==> config.mk <==
export PLATFORM = sky130hd
export DESIGN_NAME = fire_top
export DESIGN_NICKNAME = d
export VERILOG_FILES = /design/src/shared/fire_pkg.sv /design/src/rtl/fire_sync.sv /design/src/rtl/fire_burst.sv /design/src/rtl/fire_top.sv
export SDC_FILE = /design/constraint.sdc
export NUM_CORES = 1
export LEC_CHECK = 0
export ABC_AREA = 1
export BUFFER_PORTS_ARGS = -buffer_cell sky130_fd_sc_hd__buf_4
export CAP_MARGIN = 30
export CORE_UTILIZATION = 45
export CTS_BUF_LIST = sky130_fd_sc_hd__clkbuf_8
export DETAILED_ROUTE_END_ITERATION = 6
export HOLD_SLACK_MARGIN = 0.12
export PLACE_DENSITY = 0.67
export SLEW_MARGIN = 20
export SYNTH_ARGS = -nofsm -noshare
export SYNTH_HDL_FRONTEND = slang
export SYNTH_SLANG_ARGS = --single-unit
==> constraint.sdc <==
create_clock -name CLK_IN -period 8.2 [get_ports CLK_IN]
set_clock_uncertainty 0.05 [all_clocks]
set_input_delay 0.41 -clock CLK_IN [delete_from_list [all_inputs] [get_ports CLK_IN]]
set_output_delay 0.41 -clock CLK_IN [all_outputs]
set_load 0.01 [all_outputs]
==> src/shared/fire_pkg.sv <==
package fire_pkg;
    // ------------------------------------------------------------
    // Register map (word byte addresses)
    // ------------------------------------------------------------
    localparam logic [3:0] CTRL_ADDR = 4'h0;
    localparam logic [3:0] BURST_ADDR = 4'h4;
    localparam logic [3:0] PHASE_ADDR = 4'h8;
    localparam logic [3:0] CMD_ADDR = 4'hC;
    // ------------------------------------------------------------
    // Control fields
    // ------------------------------------------------------------
    localparam int CTRL_DOWN_BIT = 0;
    localparam int CTRL_BOTH_BIT = 1;
    localparam int CTRL_INT_START_BIT = 2;
    localparam int CTRL_IDLE_LOW_BIT = 3;
    localparam int CTRL_MAINS_BIT = 4;
    localparam int CTRL_PAUSE_LSB = 8;
    localparam int CTRL_PAUSE_W = 8;
    localparam logic [31:0] CTRL_RESET = 32'h0000_0000;
    // ------------------------------------------------------------
    // Burst fields
    // ------------------------------------------------------------
    localparam int BURST_COUNT_LSB = 0;
    localparam int BURST_COUNT_W = 7;
    localparam int BURST_DIV_LSB = 8;
    localparam int BURST_DIV_W = 4;
    localparam int BURST_REP_LSB = 16;
    localparam int BURST_REP_W = 8;
    localparam logic [31:0] BURST_RESET = 32'h0001_0101;
    localparam logic [31:0] PHASE_RESET = 32'h0000_0000;
    localparam int PHASE_W = 16;
    // ------------------------------------------------------------
    // Command / status fields
    // ------------------------------------------------------------
    localparam int CMD_SINGLE_BIT = 0;
    localparam int CMD_PAIR_BIT = 1;
    localparam int STAT_BUSY_BIT = 0;
    localparam int STAT_UP_ACTIVE_BIT = 1;
    // ------------------------------------------------------------
    // Timing
    // ------------------------------------------------------------
    localparam int CLK_HZ = 25_000_000;
    localparam int BASE50_US = 20_000;
    localparam int BASE60_US = 16_670;
    localparam int BASE50_CYC = (CLK_HZ / 1000) * BASE50_US / 1000;
    localparam int BASE60_CYC = (CLK_HZ / 1000) * BASE60_US / 1000;
endpackage

==> src/rtl/fire_sync.sv <==
module fire_sync (
    input wire logic clk_in,
    input wire logic nrst_in,
    input wire logic d_in,
    output logic q_out
);
    logic stage1;
    always_ff @(posedge clk_in or negedge nrst_in) begin
        if (!nrst_in) begin
            stage1 <= 1'b0;
            q_out <= 1'b0;
        end else begin
            stage1 <= d_in;
            q_out <= stage1;
        end
    end
endmodule // fire_sync

==> src/rtl/fire_burst.sv <==
module fire_burst #(
    parameter int COUNT_W = 7,
    parameter int DIV_W = 4,
    parameter int REP_W = 8,
    parameter int PHASE_W = 16
) (
    input wire logic clk_in,
    input wire logic nrst_in,
    input wire logic go_in,
    input wire logic [COUNT_W-1:0] count_in,
    input wire logic [DIV_W-1:0] div_in,
    input wire logic [REP_W-1:0] rep_in,
    input wire logic [PHASE_W-1:0] phase_in,
    output logic active_out,
    output logic wave_out,
    output logic done_out
);
    logic [DIV_W-1:0] div_cnt;
    logic half;
    logic [COUNT_W-1:0] pulse;
    logic [REP_W-1:0] rep;
    logic cur_phase;
    // ------------------------------------------------------------
    // Pulse sequencing
    // ------------------------------------------------------------
    always_comb begin
        cur_phase = (pulse < COUNT_W'(PHASE_W)) ? phase_in[pulse[3:0]] : 1'b1;
    end
    always_ff @(posedge clk_in or negedge nrst_in) begin
        if (!nrst_in) begin
            active_out <= 1'b0;
            wave_out <= 1'b0;
            done_out <= 1'b0;
            div_cnt <= '0;
            half <= 1'b0;
            pulse <= '0;
            rep <= '0;
        end else begin
            done_out <= 1'b0;
            if (!active_out) begin
                if (go_in) begin
                    active_out <= 1'b1;
                    div_cnt <= '0;
                    half <= 1'b0;
                    pulse <= '0;
                    rep <= '0;
                    wave_out <= ~phase_in[0];
                end
            end else if (div_cnt == div_in) begin
                div_cnt <= '0;
                if (!half) begin
                    half <= 1'b1;
                    wave_out <= cur_phase;
                end else begin
                    half <= 1'b0;
                    if (pulse + 1'b1 >=
                        ((count_in == '0) ? COUNT_W'(1) : count_in)) begin
                        pulse <= '0;
                        if (rep + 1'b1 >=
                            ((rep_in == '0) ? REP_W'(1) : rep_in)) begin
                            active_out <= 1'b0;
                            done_out <= 1'b1;
                            wave_out <= 1'b0;
                        end else begin
                            rep <= rep + 1'b1;
                            wave_out <= ~phase_in[0];
                        end
                    end else begin
                        pulse <= pulse + 1'b1;
                        wave_out <= ~((pulse + 1'b1 < COUNT_W'(PHASE_W)) ?
                            phase_in[4'(pulse + 1'b1)] : 1'b1);
                    end
                end
            end else begin
                div_cnt <= div_cnt + 1'b1;
            end
        end
    end
endmodule // fire_burst

==> src/rtl/fire_top.sv <==
module fire_top #(
    parameter int BASE50_CYCLES = fire_pkg::BASE50_CYC,
    parameter int BASE60_CYCLES = fire_pkg::BASE60_CYC
) (
    input wire logic CLK_IN,
    input wire logic NRST_IN,
    input wire logic [3:0] AVS_ADDRESS_IN,
    input wire logic AVS_READ_IN,
    input wire logic AVS_WRITE_IN,
    input wire logic [31:0] AVS_WRITEDATA_IN,
    input wire logic [3:0] AVS_BYTEENABLE_IN,
    output logic [31:0] AVS_READDATA_OUT,
    output logic AVS_WAITREQUEST_OUT,
    input wire logic EXT_START_IN,
    output logic FIRE_UP_OUT,
    output logic FIRE_UP_OE_N_OUT,
    output logic FIRE_DOWN_OUT,
    output logic FIRE_DOWN_OE_N_OUT,
    output logic MEAS_START_OUT,
    output logic UP_ACTIVE_OUT
);
    typedef enum logic [2:0] {
        S_IDLE, S_FIRST, S_PAUSE, S_SECOND
    } seq_e;
    seq_e state;
    logic [31:0] ctrl;
    logic [31:0] burst;
    logic [31:0] phase;
    logic pending_single;
    logic pending_pair;
    logic ack;
    logic go;
    logic active;
    logic wave;
    logic done;
    logic ext_sync;
    logic ext_prev;
    logic dir_down;
    logic [31:0] base_cnt;
    logic [7:0] pause_cnt;
    logic pair_mode;
    logic write_strobe;
    logic down_select;
    logic both_select;
    logic internal_start_select;
    logic idle_drive_low_select;
    logic mains_base_select;
    logic [fire_pkg::CTRL_PAUSE_W-1:0] direction_pause_count;
    logic [fire_pkg::BURST_COUNT_W-1:0] burst_pulse_count;
    logic bidirectional_flight_command;
    logic [31:0] base_period;

    function automatic logic [31:0] merge(input logic [31:0] old,
                                          input logic [31:0] nw,
                                          input logic [3:0] be);
        logic [31:0] r;
        r = old;
        for (int i = 0; i < 4; i++) begin
            if (be[i]) begin
                r[i*8 +: 8] = nw[i*8 +: 8];
            end
        end
        return r;
    endfunction

    // ------------------------------------------------------------
    // Field decode
    // ------------------------------------------------------------
    always_comb begin
        write_strobe = AVS_WRITE_IN & ~AVS_WAITREQUEST_OUT;
        down_select = ctrl[fire_pkg::CTRL_DOWN_BIT];
        both_select = ctrl[fire_pkg::CTRL_BOTH_BIT];
        internal_start_select = ctrl[fire_pkg::CTRL_INT_START_BIT];
        idle_drive_low_select = ctrl[fire_pkg::CTRL_IDLE_LOW_BIT];
        mains_base_select = ctrl[fire_pkg::CTRL_MAINS_BIT];
        direction_pause_count = ctrl[fire_pkg::CTRL_PAUSE_LSB +:
                                     fire_pkg::CTRL_PAUSE_W];
        burst_pulse_count = burst[fire_pkg::BURST_COUNT_LSB +:
                                  fire_pkg::BURST_COUNT_W];
        bidirectional_flight_command = write_strobe &&
            AVS_ADDRESS_IN == fire_pkg::CMD_ADDR && AVS_BYTEENABLE_IN[0] &&
            AVS_WRITEDATA_IN[fire_pkg::CMD_PAIR_BIT];
        base_period = mains_base_select ? 32'(BASE60_CYCLES) :
                      32'(BASE50_CYCLES);
    end

    // ------------------------------------------------------------
    // Avalon slave: one wait cycle, answer on the second
    // ------------------------------------------------------------
    always_ff @(posedge CLK_IN or negedge NRST_IN) begin
        if (!NRST_IN) begin
            ack <= 1'b0;
            AVS_WAITREQUEST_OUT <= 1'b1;
        end else begin
            ack <= (AVS_READ_IN | AVS_WRITE_IN) & ~ack;
            AVS_WAITREQUEST_OUT <= ~((AVS_READ_IN | AVS_WRITE_IN) & ~ack);
        end
    end

    always_ff @(posedge CLK_IN or negedge NRST_IN) begin
        if (!NRST_IN) begin
            ctrl <= fire_pkg::CTRL_RESET;
        end else if (write_strobe &&
                     AVS_ADDRESS_IN == fire_pkg::CTRL_ADDR) begin
            ctrl <= merge(ctrl, AVS_WRITEDATA_IN, AVS_BYTEENABLE_IN);
        end
    end

    always_ff @(posedge CLK_IN or negedge NRST_IN) begin
        if (!NRST_IN) begin
            burst <= fire_pkg::BURST_RESET;
        end else if (write_strobe &&
                     AVS_ADDRESS_IN == fire_pkg::BURST_ADDR) begin
            burst <= merge(burst, AVS_WRITEDATA_IN, AVS_BYTEENABLE_IN);
        end
    end

    always_ff @(posedge CLK_IN or negedge NRST_IN) begin
        if (!NRST_IN) begin
            phase <= fire_pkg::PHASE_RESET;
        end else if (write_strobe &&
                     AVS_ADDRESS_IN == fire_pkg::PHASE_ADDR) begin
            phase <= merge(phase, AVS_WRITEDATA_IN, AVS_BYTEENABLE_IN);
        end
    end

    always_ff @(posedge CLK_IN or negedge NRST_IN) begin
        if (!NRST_IN) begin
            AVS_READDATA_OUT <= '0;
        end else if (AVS_READ_IN && !ack) begin
            case (AVS_ADDRESS_IN)
                fire_pkg::CTRL_ADDR: AVS_READDATA_OUT <= ctrl;
                fire_pkg::BURST_ADDR: AVS_READDATA_OUT <= burst;
                fire_pkg::PHASE_ADDR: AVS_READDATA_OUT <= phase;
                fire_pkg::CMD_ADDR: AVS_READDATA_OUT <= {30'h0,
                    UP_ACTIVE_OUT, state != S_IDLE};
                default: AVS_READDATA_OUT <= 32'h0000_0000;
            endcase
        end
    end

    // ------------------------------------------------------------
    // Command capture
    // ------------------------------------------------------------
    always_ff @(posedge CLK_IN or negedge NRST_IN) begin
        if (!NRST_IN) begin
            pending_single <= 1'b0;
            pending_pair <= 1'b0;
        end else begin
            if (write_strobe && AVS_ADDRESS_IN == fire_pkg::CMD_ADDR &&
                AVS_BYTEENABLE_IN[0]) begin
                if (AVS_WRITEDATA_IN[fire_pkg::CMD_SINGLE_BIT]) begin
                    pending_single <= 1'b1;
                end
                if (bidirectional_flight_command) begin
                    pending_pair <= 1'b1;
                end
            end else if (state == S_IDLE) begin
                pending_single <= 1'b0;
                pending_pair <= 1'b0;
            end
        end
    end

    // ------------------------------------------------------------
    // Sequencer
    // ------------------------------------------------------------
    always_ff @(posedge CLK_IN or negedge NRST_IN) begin
        if (!NRST_IN) begin
            state <= S_IDLE;
            go <= 1'b0;
            dir_down <= 1'b0;
            pair_mode <= 1'b0;
            base_cnt <= '0;
            pause_cnt <= '0;
        end else begin
            go <= 1'b0;
            case (state)
                S_IDLE: begin
                    if (pending_pair || pending_single) begin
                        dir_down <= down_select;
                        pair_mode <= pending_pair;
                        go <= 1'b1;
                        state <= S_FIRST;
                    end
                end
                S_FIRST: begin
                    if (done) begin
                        if (pair_mode) begin
                            base_cnt <= '0;
                            pause_cnt <= '0;
                            state <= S_PAUSE;
                        end else begin
                            state <= S_IDLE;
                        end
                    end
                end
                S_PAUSE: begin
                    if (pause_cnt >= direction_pause_count) begin
                        dir_down <= ~dir_down;
                        go <= 1'b1;
                        state <= S_SECOND;
                    end else if (base_cnt + 32'h0000_0001 >=
                                 base_period) begin
                        base_cnt <= '0;
                        pause_cnt <= pause_cnt + 8'h01;
                    end else begin
                        base_cnt <= base_cnt + 32'h0000_0001;
                    end
                end
                S_SECOND: begin
                    if (done) begin
                        state <= S_IDLE;
                    end
                end
                default: state <= S_IDLE;
            endcase
        end
    end

    fire_burst #(
        .COUNT_W(fire_pkg::BURST_COUNT_W),
        .DIV_W(fire_pkg::BURST_DIV_W),
        .REP_W(fire_pkg::BURST_REP_W),
        .PHASE_W(fire_pkg::PHASE_W)
    ) u_burst (
        .clk_in(CLK_IN),
        .nrst_in(NRST_IN),
        .go_in(go),
        .count_in(burst_pulse_count),
        .div_in(burst[fire_pkg::BURST_DIV_LSB +: fire_pkg::BURST_DIV_W]),
        .rep_in(burst[fire_pkg::BURST_REP_LSB +: fire_pkg::BURST_REP_W]),
        .phase_in(phase[fire_pkg::PHASE_W-1:0]),
        .active_out(active),
        .wave_out(wave),
        .done_out(done)
    );

    fire_sync u_ext (
        .clk_in(CLK_IN),
        .nrst_in(NRST_IN),
        .d_in(EXT_START_IN),
        .q_out(ext_sync)
    );

    // ------------------------------------------------------------
    // Pin drive
    // ------------------------------------------------------------
    always_ff @(posedge CLK_IN or negedge NRST_IN) begin
        if (!NRST_IN) begin
            FIRE_UP_OUT <= 1'b0;
            FIRE_UP_OE_N_OUT <= 1'b1;
            FIRE_DOWN_OUT <= 1'b0;
            FIRE_DOWN_OE_N_OUT <= 1'b1;
            UP_ACTIVE_OUT <= 1'b0;
        end else begin
            UP_ACTIVE_OUT <= active & ~dir_down;
            if (active && both_select) begin
                FIRE_UP_OUT <= wave;
                FIRE_UP_OE_N_OUT <= 1'b0;
                FIRE_DOWN_OUT <= ~wave;
                FIRE_DOWN_OE_N_OUT <= 1'b0;
            end else begin
                FIRE_UP_OUT <= active & ~dir_down & wave;
                FIRE_UP_OE_N_OUT <= ~((active & ~dir_down) |
                    idle_drive_low_select);
                FIRE_DOWN_OUT <= active & dir_down & wave;
                FIRE_DOWN_OE_N_OUT <= ~((active & dir_down) |
                    idle_drive_low_select);
            end
        end
    end

    // ------------------------------------------------------------
    // Measurement start
    // ------------------------------------------------------------
    always_ff @(posedge CLK_IN or negedge NRST_IN) begin
        if (!NRST_IN) begin
            ext_prev <= 1'b0;
            MEAS_START_OUT <= 1'b0;
        end else begin
            ext_prev <= ext_sync;
            if (internal_start_select) begin
                MEAS_START_OUT <= go;
            end else begin
                MEAS_START_OUT <= ext_sync & ~ext_prev;
            end
        end
    end
endmodule // fire_top

==> run summary <==
Status: finished clean
CTS Buffer Depth: 3
Hold wc startpoint: AVS_WRITEDATA_IN[11]
Number of port buffers: 83
Nets: 1,570
Max-slew headroom: 39.5%
Leak: 6.35 nW
CP Capture Type: flop
Die span in y: 158 µm
Syn_area_per_cell: 8.08 µm²
Diode count: 0
Setup TNS: 0 ps
Crit path required time: 8610 ps
Biggest area consumer among synthesized cells: dfrtp_1
Worst hold endpoint: burst[11]
Initial drt markers: 527
Vias per inst: 5.11
DRT Pass-1 Iters: 5
Full die area: 24,900 µm²
Routed Antenna Nets: 0
Synth Warn #: 0
FF-to-FF setup slack: 4530 ps
CP Launch Type: flop
Final worst path period share: 44.8%
CTS tree: built
Post-synthesis instance total: 1,355
Final Hold Fails: 0
TritonCTS buffer count: 38
Global-route wire length before repair: 45,400 µm
Post-CTS Resized: 0
Sequential cell area: 5240 µm²
Layout cell share with drive strength beyond 1: 13.9%
Post-layout util: 54.8%
Initial antenna violation count: 0
I/O pin count: 84
Pre-CTS setup slack: 4510 ps
FF-to-FF path depth: 14
GR Overflow Total: 0
Row Count: 56
Htree depth: 2
Final worst slack: 4530 ps
Syn nets: 1,440
Critical path class: reg -> reg
Synth top area share: 46.4%
Clk slew on worst S/H paths: 60 ps
Routed WL: 27,300 µm
DR vias: 9,360
Achievable Freq: 272 MHz
Post-synth EDFFs: 0
RSZ-0062 raised after global routing: false
Core area: 23,700 µm²
Sink Count: 209
Starting Density: 46.2%
R2R Path Start: u_burst.pulse[0]
CP max FO: 30
Max-cap violations: 0
Slew Limit Fails: 0
Layout area overhead: 18.7%
DP HPWL: 19,500 µm
Worst hold stages: 3
Pwr Density: 198 nW/µm²
Final Critical Period: 3670 ps
Asr flop ratio synth: 100%
DIE WIDTH: 158 µm
Endpoints failing setup: 0
Top_reg_cell synth: dfrtp_1
GRT Total Usage: 23.1%
R2r endpoint: u_burst.rep[7]
Clock root cell: clkbuf_8
DRC viols: 0
Count of state elements after synthesis: 209
Clk_lat worst skew: 540 ps
VDD IR-drop max: 0.125 mV
Min-Delay Path Class: in -> reg
Multi-input logic area: 4960 µm²
Largest net degree at the start of global routing: 84
Vias in the first global route: 9,139
Critical path arrival: 4080 ps
Worst Max-Slew Pin Slew: 899 ps
Seq/Total Area, Yosys: 47.9%
WL/cell: 14.9 µm
Fill count: 2,286
Gpl congestion: 0.890
Post-synth cell types: 45
Top post-synthesis cells by area: dfrtp_1 46%, nand2_1 13%, o21ai_0 6.7%, inv_1 5.3%, ha_1 4.6%
Post-Syn Area: 10,900 µm²
## stage by stage
step	instances	power [mW]	hold slack (ps)	instance area, µm²
6_report	1832	2.58	140	13000
4_1_cts	1830	2.60	121	13000
5_1_grt	1832	2.73	177	13000
2_1_floorplan	1355	1.48	64.4	10900
3_5_place_dp	1728	1.64	286	11900
3_3_place_gp	1728	1.63	285	11900
## final cells by class
cell class	count	share of cell area (%)
sequential	209	40.3
tap	319	3.07
timing repair buffer	125	8.09
inverter	164	4.74
multi-input combinational	947	38.2
clock inverter	24	0.925
clock buffer	44	4.66
## state kept, by name, indices dropped and copies added, names as in the netlist, 2 cells and up
name	count
base_cnt	32
u_burst.div_cnt	4
u_burst.pulse	7
ctrl	32
state	2
u_burst.rep	8
pause_cnt	8
phase	32
AVS_READDATA_OUT	32
burst	32
## layer usage
| metal | wire (µm) | vias up | share of wire [%] | track usage, % |
|---|---|---|---|---|
| met1 | 12300 | 4407 | 45 | 29.5 |
| met5 | 0 | - | 0 | 0 |
| met2 | 13100 | 200 | 48 | 39.1 |
| met3 | 1330 | 56 | 4.9 | 4.54 |
| met4 | 687 | 0 | 2.5 | 7.65 |
| li1 | - | 4697 | - | - |
## how the worst max path moves through the flow
stage,end,cells past startpoint,slack (ps),from
finish,u_burst.rep[7],14,4530,u_burst.pulse[0]
global route,u_burst.rep[0],14,4110,u_burst.pulse[0]
CTS,u_burst.rep[7],14,4520,u_burst.pulse[0]
detailed placement,u_burst.rep[7],13,4510,u_burst.pulse[0]
global placement,u_burst.rep[0],13,4590,u_burst.pulse[0]
floorplan,u_burst.rep[3],16,5450,u_burst.pulse[0]
## cell families after synthesis
family | Yosys count | synth area share [%]
AOI/OAI and AO/OA | 248 | 12.7
buffers and inverters | 199 | 6.94
muxes | 25 | 2.57
and+or+nand+nor | 607 | 23.2
xor gates and xnor gates | 27 | 2.16
DFF | 209 | 47.9
adders and majority gates | 40 | 4.57
## cell usage in the layout (no fill, tap or decap), types with 3 or more instances in the layout
cell type	count
nor2_2	9
nand4_1	11
a211oi_1	4
nor2_4	4
dfstp_2	6
o21ai_1	6
nand3_1	67
buf_4	89
o21ai_0	146
nand2_2	3
o31ai_1	9
nor2_1	108
inv_2	7
o221ai_1	10
xnor2_1	8
nor3_1	8
a21oi_1	44
dlygate4sd3_1	34
nand3b_1	5
o22ai_1	5
nand2_1	377
clkinv_2	6
or2_2	3
o211ai_1	9
xor2_1	19
dfrtp_1	203
clkbuf_8	44
inv_1	170
a221oi_1	4
nor3_2	3
o2111ai_1	4
ha_1	40
mux2_2	25
## worst max-delay path, cell delays in order, from the launching register on
cell and delay (ps):
dfrtp_1 820, ha_1 300, nand3_1 110, xor2_1 220, inv_1 110, ha_1 340, a21oi_1 170, nor2_1 60
a211oi_1 160, nand3_1 140, nor2_1 410, nor2_1 120, nand2_1 390, nand2_1 100, o21ai_0 90
## synthesized netlist by cell type, types with 3 or more instances
master	instances
nand2_1	377
dfrtp_1	203
inv_1	155
o21ai_0	146
nor2_1	109
nand3_1	67
a21oi_1	44
ha_1	40
clkbuf_1	28
mux2_2	25
xor2_1	19
nand4_1	11
nor3_1	10
o221ai_1	10
o211ai_1	9
o31ai_1	9
nor2_2	8
xnor2_1	8
inv_2	7
dfstp_2	6
o21ai_1	6
nand3b_1	5
o22ai_1	5
a211oi_1	4
a221oi_1	4
buf_2	4
nor2_4	4
o2111ai_1	4
nand2_2	3
or2_2	3
## report_power, final
| group | total, mW | leakage [nW] | switching [mW] | internal [mW] |
|---|---|---|---|---|
| sequential | 1.22 | 2.80 | 0.0877 | 1.13 |
| clock | 0.935 | 0.436 | 0.441 | 0.494 |
| combinational | 0.420 | 3.11 | 0.248 | 0.172 |
| total | 2.58 | 6.35 | 0.777 | 1.80 |
## repair_timing
item	CTS	global route
hold buffers	34	0
setup buffers	0	0
endpoints found under the hold margin	158	0
Power figures use the tool's default switching activity.
